## src/ubh_params.svh

```systemverilog
/*
  Constants of the endpoint bank and handshake block: register
  offsets, control/status bit positions, bank geometry.
  Assumes inclusion before the ubh package and the design modules.
*/
`ifndef UBH_PARAMS_SVH
`define UBH_PARAMS_SVH

`define UBH_ADDR_W      8
`define UBH_ADDR_CSR    8'h00
`define UBH_ADDR_FDR    8'h04
`define UBH_DEPTH       7'h40
`define UBH_IDX_W       6
`define UBH_CNT_W       7
`define UBH_MEM_W       7
`define UBH_B_TX_COMPLETE_FLAG    0
`define UBH_B_RX0       1
`define UBH_B_STSENT    3
`define UBH_B_TXRDY     4
`define UBH_B_FSTALL    5
`define UBH_B_RX1       6
`define UBH_B_DUAL      7
`define UBH_B_DIRIN     8
`define UBH_F_CNT_LO    16
`define UBH_F_CNT_HI    22
`define UBH_CNT_ONE     7'h01
`define UBH_RST_WORD    32'h0000_0000

`endif

```

## src/ubh_pkg.sv

```systemverilog
/*
  Types of the endpoint bank and handshake block.
  Assumes ubh_params.svh is reachable by bare name.
*/
`include "ubh_params.svh"

package ubh_pkg;

  typedef enum logic [1:0] {UBH_HS_ACK, UBH_HS_NAK, UBH_HS_STALL} ubh_hs_code_t;

  typedef struct packed {
    logic         valid;
    ubh_hs_code_t code;
  } ubh_hs_t;

  typedef struct packed {
    logic valid;
    logic is_in;
  } ubh_tok_t;

  typedef struct packed {
    logic       valid;
    logic       last;
    logic [7:0] data;
  } ubh_rx_byte_t;

  typedef struct packed {
    logic       valid;
    logic       eop;
    logic [7:0] data;
  } ubh_tx_byte_t;

  typedef enum logic [2:0] {ST_IDLE, ST_OUT_RECV, ST_OUT_DROP, ST_IN_SEND, ST_IN_WAIT} ubh_fsm_t;

  typedef struct packed {
    ubh_fsm_t                   st;
    logic                       dual;
    logic                       dir_in;
    logic                       force_stall;
    logic                       stall_sent;
    logic                       tx_comp;
    logic [1:0]                 tx_rdy;
    logic [1:0][`UBH_CNT_W-1:0] tx_len;
    logic                       tx_fill;
    logic                       tx_send;
    logic [`UBH_CNT_W-1:0]      tx_wcnt;
    logic [`UBH_CNT_W-1:0]      send_idx;
    logic [1:0]                 rx_full;
    logic [1:0][`UBH_CNT_W-1:0] rx_len;
    logic                       rx_fill;
    logic                       rx_rd;
    logic [`UBH_CNT_W-1:0]      rx_rptr;
    logic [`UBH_CNT_W-1:0]      rx_wcnt;
    logic                       drop_stall;
    logic [31:0]                rdata;
    ubh_tx_byte_t               txo;
    logic                       irq;
  } ubh_st_t;

endpackage : ubh_pkg

```

## src/ubh_bank_store.sv

```systemverilog
/*
  Two endpoint banks of byte storage in flip-flops, one write port,
  two combinational read ports.
  Assumes callers keep indices below the bank depth.
*/
`timescale 1ns/1ps
`include "ubh_params.svh"

module ubh_bank_store
  import ubh_pkg::*;
(
  input  wire logic                  clk,
  input  wire logic                  arst_n,
  input  wire logic                  we,
  input  wire logic                  wbank,
  input  wire logic [`UBH_IDX_W-1:0] widx,
  input  wire logic [7:0]            wdata,
  input  wire logic                  abank,
  input  wire logic [`UBH_IDX_W-1:0] aidx,
  output logic      [7:0]            adata,
  input  wire logic                  bbank,
  input  wire logic [`UBH_IDX_W-1:0] bidx,
  output logic      [7:0]            bdata
);

  typedef struct packed {
    logic [127:0][7:0] mem;
  } ubh_store_t;

  ubh_store_t s;
  ubh_store_t next_s;

  function automatic logic [`UBH_MEM_W-1:0] ubh_loc(input logic b,
                                                   input logic [`UBH_IDX_W-1:0] i);
    ubh_loc = {b, i};
  endfunction : ubh_loc

  always_comb
  begin
    next_s = s;
    if (we)
      next_s.mem[ubh_loc(wbank, widx)] = wdata;
  end

  assign adata = s.mem[ubh_loc(abank, aidx)];
  assign bdata = s.mem[ubh_loc(bbank, bidx)];

  always_ff @(posedge clk or negedge arst_n)
  begin
    if (!arst_n)
      s <= '0;
    else
      s <= next_s;
  end

endmodule : ubh_bank_store

```

## src/ubh_hs_gen.sv

```systemverilog
/*
  Handshake output stage: registers a one-cycle handshake request.
  Assumes requests come from logic on the same clock.
*/
`timescale 1ns/1ps

module ubh_hs_gen
  import ubh_pkg::*;
(
  input  wire logic    clk,
  input  wire logic    arst_n,
  input  wire ubh_hs_t req,
  output ubh_hs_t      hs
);

  ubh_hs_t s;
  ubh_hs_t next_s;

  always_comb
  begin
    next_s = req;
  end

  assign hs = s;

  always_ff @(posedge clk or negedge arst_n)
  begin
    if (!arst_n)
      s <= '0;
    else
      s <= next_s;
  end

endmodule : ubh_hs_gen

```

## src/ubh_endpoint.sv

```systemverilog
/*
  One full-speed endpoint: ping-pong and single-bank data IN and OUT
  transactions, stall handshakes, control/status and FIFO data access.
  Assumes a serial engine on the same clock that delivers decoded
  tokens, received bytes and host ACKs, and sends the handshakes and
  bytes given here. Register port: one-cycle strobes, read data the
  cycle after the read strobe.
*/
// Functional notes
// - ping-pong endpoint: two banks, engine and processor
// - tx-complete set on release, interrupt pending meanwhile
// - tx-complete only after host ACK
// - no ready bank: IN token gets NAK
// - single bank busy: NAK, else store and ACK
// - bank zero stored: flag set, interrupt pending
// - byte count of received bank readable
// - payload bytes read out in order
// - clearing bank-zero flag frees single bank
// - ping-pong: second packet goes to bank one
// - bank one stored: flag set, interrupt pending
// - cleared bank zero takes next packet, alternating
// - force-stall: transactions answered with STALL
// - STALL sent sets flag, firmware clears it
`timescale 1ns/1ps
`include "ubh_params.svh"

module ubh_endpoint
  import ubh_pkg::*;
(
  input  wire logic                  clk,
  input  wire logic                  arst_n,
  input  wire logic [`UBH_ADDR_W-1:0] reg_addr,
  input  wire logic [31:0]           reg_wdata,
  input  wire logic                  reg_wr,
  input  wire logic                  reg_rd,
  output logic      [31:0]           reg_rdata,
  input  wire ubh_tok_t              tok,
  input  wire ubh_rx_byte_t          rx_byte,
  input  wire logic                  host_ack,
  output ubh_tx_byte_t               tx_byte,
  output ubh_hs_t                    hs_out,
  output logic                       ep_irq
);

  ubh_st_t                s;
  ubh_st_t                next_s;
  ubh_hs_t                hs_req;
  logic                   mem_we;
  logic                   mem_wbank;
  logic [`UBH_IDX_W-1:0]  mem_widx;
  logic [7:0]             mem_wdata;
  logic [7:0]             tx_rdata;
  logic [7:0]             fw_rdata;
  logic                   rd_bank;

  // oldest full bank; with both full the alternation pointer decides
  function automatic logic ubh_rd_sel(input logic dual, input logic [1:0] full,
                                      input logic ptr);
    if (!dual)
      ubh_rd_sel = 1'b0;
    else if (full == 2'b10)
      ubh_rd_sel = 1'b1;
    else if (full == 2'b01)
      ubh_rd_sel = 1'b0;
    else
      ubh_rd_sel = ptr;
  endfunction : ubh_rd_sel

  function automatic logic ubh_flip(input logic dual, input logic b);
    ubh_flip = dual ? ~b : 1'b0;
  endfunction : ubh_flip

  assign rd_bank = ubh_rd_sel(s.dual, s.rx_full, s.rx_rd);

  ubh_bank_store u_store (
    .clk    (clk),
    .arst_n (arst_n),
    .we     (mem_we),
    .wbank  (mem_wbank),
    .widx   (mem_widx),
    .wdata  (mem_wdata),
    .abank  (s.tx_send),
    .aidx   (s.send_idx[`UBH_IDX_W-1:0]),
    .adata  (tx_rdata),
    .bbank  (rd_bank),
    .bidx   (s.rx_rptr[`UBH_IDX_W-1:0]),
    .bdata  (fw_rdata)
  );

  ubh_hs_gen u_hs (
    .clk    (clk),
    .arst_n (arst_n),
    .req    (hs_req),
    .hs     (hs_out)
  );

  always_comb
  begin
    next_s    = s;
    hs_req    = '0;
    mem_we    = 1'b0;
    mem_wbank = 1'b0;
    mem_widx  = '0;
    mem_wdata = '0;
    next_s.txo   = '0;
    next_s.rdata = `UBH_RST_WORD;

    // software side first, so that engine events below win a clash
    if (reg_wr && reg_addr == `UBH_ADDR_CSR)
    begin
      next_s.force_stall = reg_wdata[`UBH_B_FSTALL];
      next_s.dual        = reg_wdata[`UBH_B_DUAL];
      next_s.dir_in      = reg_wdata[`UBH_B_DIRIN];
      // leaving ping-pong mode must not strand a pointer on bank one
      next_s.rx_fill     = s.rx_fill & reg_wdata[`UBH_B_DUAL];
      next_s.tx_fill     = s.tx_fill & reg_wdata[`UBH_B_DUAL];
      next_s.tx_send     = s.tx_send & reg_wdata[`UBH_B_DUAL];
      if (!reg_wdata[`UBH_B_TX_COMPLETE_FLAG])
        next_s.tx_comp = 1'b0;
      if (!reg_wdata[`UBH_B_STSENT])
        next_s.stall_sent = 1'b0;
      if (!reg_wdata[`UBH_B_RX0] && s.rx_full[0])
      begin
        next_s.rx_full[0] = 1'b0;
        next_s.rx_rd      = s.dual;
        next_s.rx_rptr    = '0;
      end
      if (!reg_wdata[`UBH_B_RX1] && s.rx_full[1])
      begin
        next_s.rx_full[1] = 1'b0;
        next_s.rx_rd      = 1'b0;
        next_s.rx_rptr    = '0;
      end
      // a ready bank keeps its flag and length; FDR writes still land in it
      if (reg_wdata[`UBH_B_TXRDY] && !s.tx_rdy[s.tx_fill])
      begin
        next_s.tx_rdy[s.tx_fill] = 1'b1;
        next_s.tx_len[s.tx_fill] = s.tx_wcnt;
        next_s.tx_wcnt           = '0;
        next_s.tx_fill           = ubh_flip(s.dual, s.tx_fill);
      end
    end

    // bytes beyond a full bank are dropped, not wrapped
    if (reg_wr && reg_addr == `UBH_ADDR_FDR && s.dir_in && s.tx_wcnt < `UBH_DEPTH)
    begin
      mem_we         = 1'b1;
      mem_wbank      = s.tx_fill;
      mem_widx       = s.tx_wcnt[`UBH_IDX_W-1:0];
      mem_wdata      = reg_wdata[7:0];
      next_s.tx_wcnt = s.tx_wcnt + `UBH_CNT_ONE;
    end

    if (reg_rd)
    begin
      unique case (reg_addr)
        `UBH_ADDR_CSR:
        begin
          next_s.rdata[`UBH_B_TX_COMPLETE_FLAG] = s.tx_comp;
          next_s.rdata[`UBH_B_RX0]    = s.rx_full[0];
          next_s.rdata[`UBH_B_STSENT] = s.stall_sent;
          next_s.rdata[`UBH_B_TXRDY]  = |s.tx_rdy;
          next_s.rdata[`UBH_B_FSTALL] = s.force_stall;
          next_s.rdata[`UBH_B_RX1]    = s.rx_full[1];
          next_s.rdata[`UBH_B_DUAL]   = s.dual;
          next_s.rdata[`UBH_B_DIRIN]  = s.dir_in;
          next_s.rdata[`UBH_F_CNT_HI:`UBH_F_CNT_LO] =
            s.rx_full[rd_bank] ? s.rx_len[rd_bank] : '0;
        end
        `UBH_ADDR_FDR:
        begin
          next_s.rdata[7:0] = fw_rdata;
          if (s.rx_rptr < s.rx_len[rd_bank])
            next_s.rx_rptr = s.rx_rptr + `UBH_CNT_ONE;
        end
        default:
          next_s.rdata = `UBH_RST_WORD;
      endcase
    end

    unique case (s.st)
      ST_IDLE:
      begin
        if (tok.valid && tok.is_in)
        begin
          if (s.force_stall)
          begin
            hs_req            = '{valid: 1'b1, code: UBH_HS_STALL};
            next_s.stall_sent = 1'b1;
          end
          else if (s.tx_rdy[s.tx_send])
          begin
            next_s.send_idx = '0;
            next_s.st       = ST_IN_SEND;
          end
          else
            hs_req = '{valid: 1'b1, code: UBH_HS_NAK};
        end
        else if (tok.valid)
        begin
          next_s.rx_wcnt    = '0;
          next_s.drop_stall = s.force_stall;
          // host keeps retrying while the target bank is still owned
          if (s.force_stall || s.rx_full[s.rx_fill])
            next_s.st = ST_OUT_DROP;
          else
            next_s.st = ST_OUT_RECV;
        end
      end
      ST_OUT_RECV:
      begin
        if (rx_byte.valid)
        begin
          if (s.rx_wcnt < `UBH_DEPTH)
          begin
            mem_we         = 1'b1;
            mem_wbank      = s.rx_fill;
            mem_widx       = s.rx_wcnt[`UBH_IDX_W-1:0];
            mem_wdata      = rx_byte.data;
            next_s.rx_wcnt = s.rx_wcnt + `UBH_CNT_ONE;
          end
          if (rx_byte.last)
          begin
            next_s.rx_full[s.rx_fill] = 1'b1;
            next_s.rx_len[s.rx_fill]  = next_s.rx_wcnt;
            next_s.rx_fill = ubh_flip(s.dual, s.rx_fill);
            hs_req    = '{valid: 1'b1, code: UBH_HS_ACK};
            next_s.st = ST_IDLE;
          end
        end
      end
      ST_OUT_DROP:
      begin
        if (rx_byte.valid && rx_byte.last)
        begin
          if (s.drop_stall)
          begin
            hs_req            = '{valid: 1'b1, code: UBH_HS_STALL};
            next_s.stall_sent = 1'b1;
          end
          else
            hs_req = '{valid: 1'b1, code: UBH_HS_NAK};
          next_s.st = ST_IDLE;
        end
      end
      ST_IN_SEND:
      begin
        if (s.send_idx < s.tx_len[s.tx_send])
        begin
          next_s.txo      = '{valid: 1'b1, eop: 1'b0, data: tx_rdata};
          next_s.send_idx = s.send_idx + `UBH_CNT_ONE;
        end
        else
        begin
          next_s.txo = '{valid: 1'b0, eop: 1'b1, data: 8'h00};
          next_s.st  = ST_IN_WAIT;
        end
      end
      ST_IN_WAIT:
      begin
        // a lost ACK shows as a repeated IN token: send the same bank again
        if (host_ack)
        begin
          next_s.tx_rdy[s.tx_send] = 1'b0;
          next_s.tx_comp = 1'b1;
          next_s.tx_send = ubh_flip(s.dual, s.tx_send);
          next_s.st      = ST_IDLE;
        end
        else if (tok.valid && tok.is_in)
        begin
          next_s.send_idx = '0;
          next_s.st       = ST_IN_SEND;
        end
        else if (tok.valid)
          next_s.st = ST_IDLE;
      end
    endcase

    next_s.irq = next_s.tx_comp | (|next_s.rx_full) | next_s.stall_sent;
  end

  always_ff @(posedge clk or negedge arst_n)
  begin
    if (!arst_n)
      s <= '0;
    else
      s <= next_s;
  end

  assign reg_rdata = s.rdata;
  assign tx_byte   = s.txo;
  assign ep_irq    = s.irq;

  ack_has_data_a: assert property (@(posedge clk) disable iff (!arst_n)
    (hs_out.valid && hs_out.code == UBH_HS_ACK) |-> (s.rx_full != 2'b00))
    else $error("ACK sent with no bank holding data");
  out_busy_nak_a: assert property (@(posedge clk) disable iff (!arst_n)
    (s.st == ST_IDLE && tok.valid && !tok.is_in && !s.force_stall
     && s.rx_full[s.rx_fill]) |=> (s.st == ST_OUT_DROP))
    else $error("OUT into an owned bank not refused");
  comp_after_ack_a: assert property (@(posedge clk) disable iff (!arst_n)
    (s.st == ST_IN_WAIT && host_ack) |=> (s.tx_comp && s.irq))
    else $error("tx complete missing after host ACK");
  comp_needs_ack_a: assert property (@(posedge clk) disable iff (!arst_n)
    $rose(s.tx_comp) |-> $past(host_ack))
    else $error("tx complete set without host ACK");
  in_empty_nak_a: assert property (@(posedge clk) disable iff (!arst_n)
    (s.st == ST_IDLE && tok.valid && tok.is_in && !s.force_stall
     && !s.tx_rdy[s.tx_send]) |=> (hs_out.valid && hs_out.code == UBH_HS_NAK))
    else $error("IN with no ready bank not NAKed");
  stall_answer_a: assert property (@(posedge clk) disable iff (!arst_n)
    (s.st == ST_IDLE && tok.valid && tok.is_in && s.force_stall)
    |=> (hs_out.valid && hs_out.code == UBH_HS_STALL && s.stall_sent))
    else $error("forced stall not answered with STALL");
  irq_pending_a: assert property (@(posedge clk) disable iff (!arst_n)
    (s.tx_comp || s.rx_full != 2'b00 || s.stall_sent) |-> ep_irq)
    else $error("pending flag without endpoint interrupt");
  fifo_order_a: assert property (@(posedge clk) disable iff (!arst_n)
    (reg_rd && reg_addr == `UBH_ADDR_FDR && s.rx_rptr < s.rx_len[rd_bank])
    |=> (s.rx_rptr == $past(s.rx_rptr) + `UBH_CNT_ONE))
    else $error("FIFO read pointer did not advance by one");
  bank_alternate_a: assert property (@(posedge clk) disable iff (!arst_n)
    (s.dual && s.st == ST_IN_WAIT && host_ack) |=> (s.tx_send != $past(s.tx_send)))
    else $error("IN bank order did not alternate");
  bank_one_dual_a: assert property (@(posedge clk) disable iff (!arst_n)
    $rose(s.rx_full[1]) |-> (s.dual && $past(s.rx_fill)))
    else $error("bank one filled outside ping-pong order");

endmodule : ubh_endpoint

```

## config.mk

```make
export PLATFORM = sky130hd
export DESIGN_NAME = ubh_endpoint
export DESIGN_NICKNAME = d
export VERILOG_FILES = /design/src/ubh_pkg.sv /design/src/ubh_bank_store.sv /design/src/ubh_hs_gen.sv /design/src/ubh_endpoint.sv
export VERILOG_INCLUDE_DIRS = /design/src
export SDC_FILE = /design/constraint.sdc
export NUM_CORES = 2
export LEC_CHECK = 0
export ABC_AREA = 1
export CORE_MARGIN = 5
export CORE_UTILIZATION = 35
export CTS_BUF_LIST = sky130_fd_sc_hd__clkbuf_8
export DETAILED_ROUTE_END_ITERATION = 12
export DONT_BUFFER_PORTS = 1
export PLACE_DENSITY = 0.5
export RECOVER_POWER = 25
export SLEW_MARGIN = 10
export SYNTH_ARGS = -nofsm -noshare
export SYNTH_HDL_FRONTEND = slang
export SYNTH_SLANG_ARGS = --single-unit
```

## constraint.sdc

```tcl
create_clock -name clk -period 2.4 [get_ports clk]
set_input_delay 0.36 -clock clk [delete_from_list [all_inputs] [get_ports clk]]
set_output_delay 0.36 -clock clk [all_outputs]
set_load 0.01 [all_outputs]
```

==> out/metrics.cfg <==
[setup_path]
critPathBufInv=6
crit_path_top_delay_cell=dfrtp_4
worstPathArrival_ns=3.45
critPathRequiredTime_ns=3.28
path_max_fanout=6
cp-end-kind=register
cp_common_cell=buf_4
worst-setup-path-type=register to register
startpoint_type=register
cpLargestDelayFamily=buffers and inverters
critPathMaxStageDelay_ns=0.54
worstPathCellList=buf_4 -> buf_12 -> buf_4 -> buf_4 -> nand2_1 -> nand3_1 -> nand3_1 -> nand2_1 -> a21oi_2 -> buf_4 -> nand2_2 -> nand3_4 -> nand3_1 -> nand2_2 -> nor2_1 -> buf_4

[timing]
slew_viol_final=201
slew-limit-headroom=-0.320
finalSetupViolations=545
post-route-min-period_ns=2.58
final.setup.tns_ns=-22.85
worst_pin_slew_ns=1.98
finalCritPeriodShare=1.07
timing.fmax_mhz=388
skew_ns=0.0580
finalHoldViolCount=244
layout_setup_ws_ns=-0.175
hold_slack_ns=-0.903
rsz0062_at_grt=true

[placed_design]
gp_congestion=0.920
postPlaceCellArea_mm2=0.0763
dp.cells=12782
portBuffers=0
place_hpwl_um=201000

[power]
pwr-share-clk=0.284
switching_power_mw=28.5
irDropWorstVdd_v=0.000615
switching_share=0.409
leakagePower_nw=45.0
p_int_mw=41.2
seqPwrFrac=0.288
comb_power_share=0.428
power_density_mw_per_mm2=796

[global_route]
grt_use_met1=0.405
grtUsageMet3=0.0433
grt_pass1_vias=67771
antenna_found_initial=6
grt_max_degree=203
grt_pass1_wl_um=449000
grt_use_met2=0.452
gr-usage-all-layers=0.291
busiest_layer=met2
grt_overflow=0

[synthesis]
synth_warnings=0
yosysTopAreaCell=dfrtp_1
synthFlopType=dfrtp_1
ys_seq_elements=1127
yosys-top-cells-area=dfrtp_1, nand2_1, nand3_1
yosysTopAreaCellShare=0.418
syn_area_per_cell_um2=6.62
ys_types=41
synth-edff-count=0
async_flop_share=1.00
synth_seq_area_share=0.418
syn-cell-area_mm2=0.0674
syn_inst=10179

[finish]
drive_above_1_share=0.179
fin_area_mm2=0.0875
area_growth_pct=29.8
final_cells=13396
fin_nets=10769

[detailed_routing]
avgRoutedWirePerCell_um=23.3
dr.pass1.iters=7
final_antenna_net_count=0
vias_per_cell=5.45
routed_wl_um=312000
drc_errors=0
vias=73027
drt_iter0_markers=8704

[cts]
cts.htree.levels=4
worstSkewPairLatency_ns=1.01
cts-root-buf=clkbuf_8
cts_buffers=213
cts_tree=built
cts_buffer_depth=3
cts.sinks=1127
clk_pin_slew_worst_paths_ns=0.06

[die]
die_h_um=449
start_util=0.351
ios=103
die_w_um=449
die-area_mm2=0.201
rows=161
core_area_mm2=0.192

[min_path]
hp-class=input pin to async pin

[run]
drv_cap=1

[outcome]
violations=negative hold slack, max-capacitance violations, max-slew violations, negative setup slack
status=complete, but fails checks

-- cell usage after synthesis, types with 3 or more instances --
cell type,n
clkbuf_1,562
a22o_1,6
nor2_1,552
o22ai_1,21
o21bai_1,3
inv_1,677
nor3_1,8
nor2_2,11
buf_4,51
nand4_1,7
a21oi_1,359
mux2i_1,10
nor2_4,8
xor2_1,11
ha_1,16
buf_1,69
o31ai_1,6
dfrtp_1,1127
nand3_1,1720
o21ai_0,520
nand2_1,3978
or2_2,11
clkinv_1,12
nand2_2,13
a21oi_2,3
inv_2,14
o211ai_1,257
buf_2,129
-- what timing repair did --
item                       4_1_cts  5_1_grt
gates cloned                    33       30
hold buffers                    40        1
setup buffers                   78       52
resized for setup              547      392
pin swaps                       66       91
hold endpoints to repair       499      119
setup endpoints to repair     1115     1268
-- per-layer routing --
layer	share of wire	routed length (um)
met1	0.43	134000
met2	0.45	140000
met3	0.079	24600
met4	0.044	13600
met5	0	0
-- sequential cells by signal, indices dropped and copies added (netlist names) --
name / flops
reg_rdata: 16
ep_irq: 1
u_store.s: 1024
s: 73
u_hs.hs: 3
tx_byte: 10
-- area by class of cell --
| class | instances | area [um2] |
|---|---|---|
| Antenna cell | 7 | 17.5 |
| Clock buffer | 279 | 3840 |
| Clock inverter | 103 | 547 |
| Fill cell | 19474 | 104000 |
| Inverter | 703 | 2730 |
| Multi-Input combinational cell | 7555 | 35900 |
| Sequential cell | 1127 | 28200 |
| Tap cell | 2526 | 3160 |
| Timing Repair Buffer | 1095 | 13100 |
| Timing Repair inverter | 1 | 8.76 |
-- logic make-up (layout without fill, tap and decap cells) --
group | after synthesis | count (layout) | synth area share
mux | 10 | 10 | 0.00148
buf+inv | 1514 | 2181 | 0.0895
simple gates | 6315 | 6315 | 0.387
xor+xnor | 13 | 13 | 0.00169
flops | 1127 | 1127 | 0.418
compound gates | 1183 | 1185 | 0.0990
fa+ha+maj | 16 | 16 | 0.00297
other cells | 1 | 23 | 0.0000556
-- power groups by stage --
stage                     combinational (mW)  sequential, mW  clock [mW]
after global placement                  24.2            20.4           0
after global routing                    31.5            20.1        21.0
after floorplan                         12.7            20.2           0
final                                   29.8            20.1        19.8
after detailed placement                24.4            20.4           0
after CTS                               27.8            20.0        20.2
-- through the flow --
step | hold WS (ns) | worst slack (ns) | total power, mW | util
2_1_floorplan | 0.0644 | 0.0495 | 32.9 | -
3_3_place_gp | 0.0648 | -0.915 | 44.6 | 0.397
3_5_place_dp | 0.0648 | -1.10 | 44.8 | 0.398
4_1_cts | -1.00 | -0.112 | 68.0 | 0.442
5_1_grt | -0.963 | -0.226 | 72.6 | 0.456
6_report | -0.903 | -0.175 | 69.7 | 0.456
-- placed cells by master, fill, tap and decap left out, drive strengths merged, types with 6 or more instances in the layout --
master / instances
mux2i: 10
or2: 11
nor2: 571
xor2: 11
conb: 16
nand4: 7
o211ai: 257
nand3: 1722
diode: 7
bufbuf: 12
dfrtp: 1127
a21oi: 362
buf: 1018
nor3: 9
dlygate4sd3: 40
o21ai: 520
nand2: 3991
o22ai: 23
clkbuf: 304
o31ai: 6
clkinv: 28
ha: 16
inv: 773
a22o: 8
-- worst reg2reg max path, cell delays in order, from the launching register on --
cell,delay [ns]
dfrtp_4,0.54
buf_4,0.17
buf_12,0.14
buf_4,0.18
buf_4,0.15
nand2_1,0.06
nand3_1,0.09
nand3_1,0.10
nand2_1,0.07
a21oi_2,0.14
buf_4,0.16
nand2_2,0.06
nand3_4,0.10
nand3_1,0.10
nand2_2,0.17
nor2_1,0.06
buf_4,0.16
-- worst paths after layout --
path | startpoint | end | slack [ns] | depth (start not counted)
max | s[76] | tx_byte[1] | -0.18 | 16
min | arst_n | u_store.s[587] | -0.90 | 0
max reg2reg | s[76] | tx_byte[1] | -0.18 | 16
min reg2reg | u_store.s[488] | u_store.s[488] | 0.47 | 2
max in group asynchronous | arst_n | u_store.s[482] | 0.48 | 4
min in group clk | reg_wdata[5] | s[110] | 0.16 | 3
Note: power is estimated with default switching activity, not from simulation.
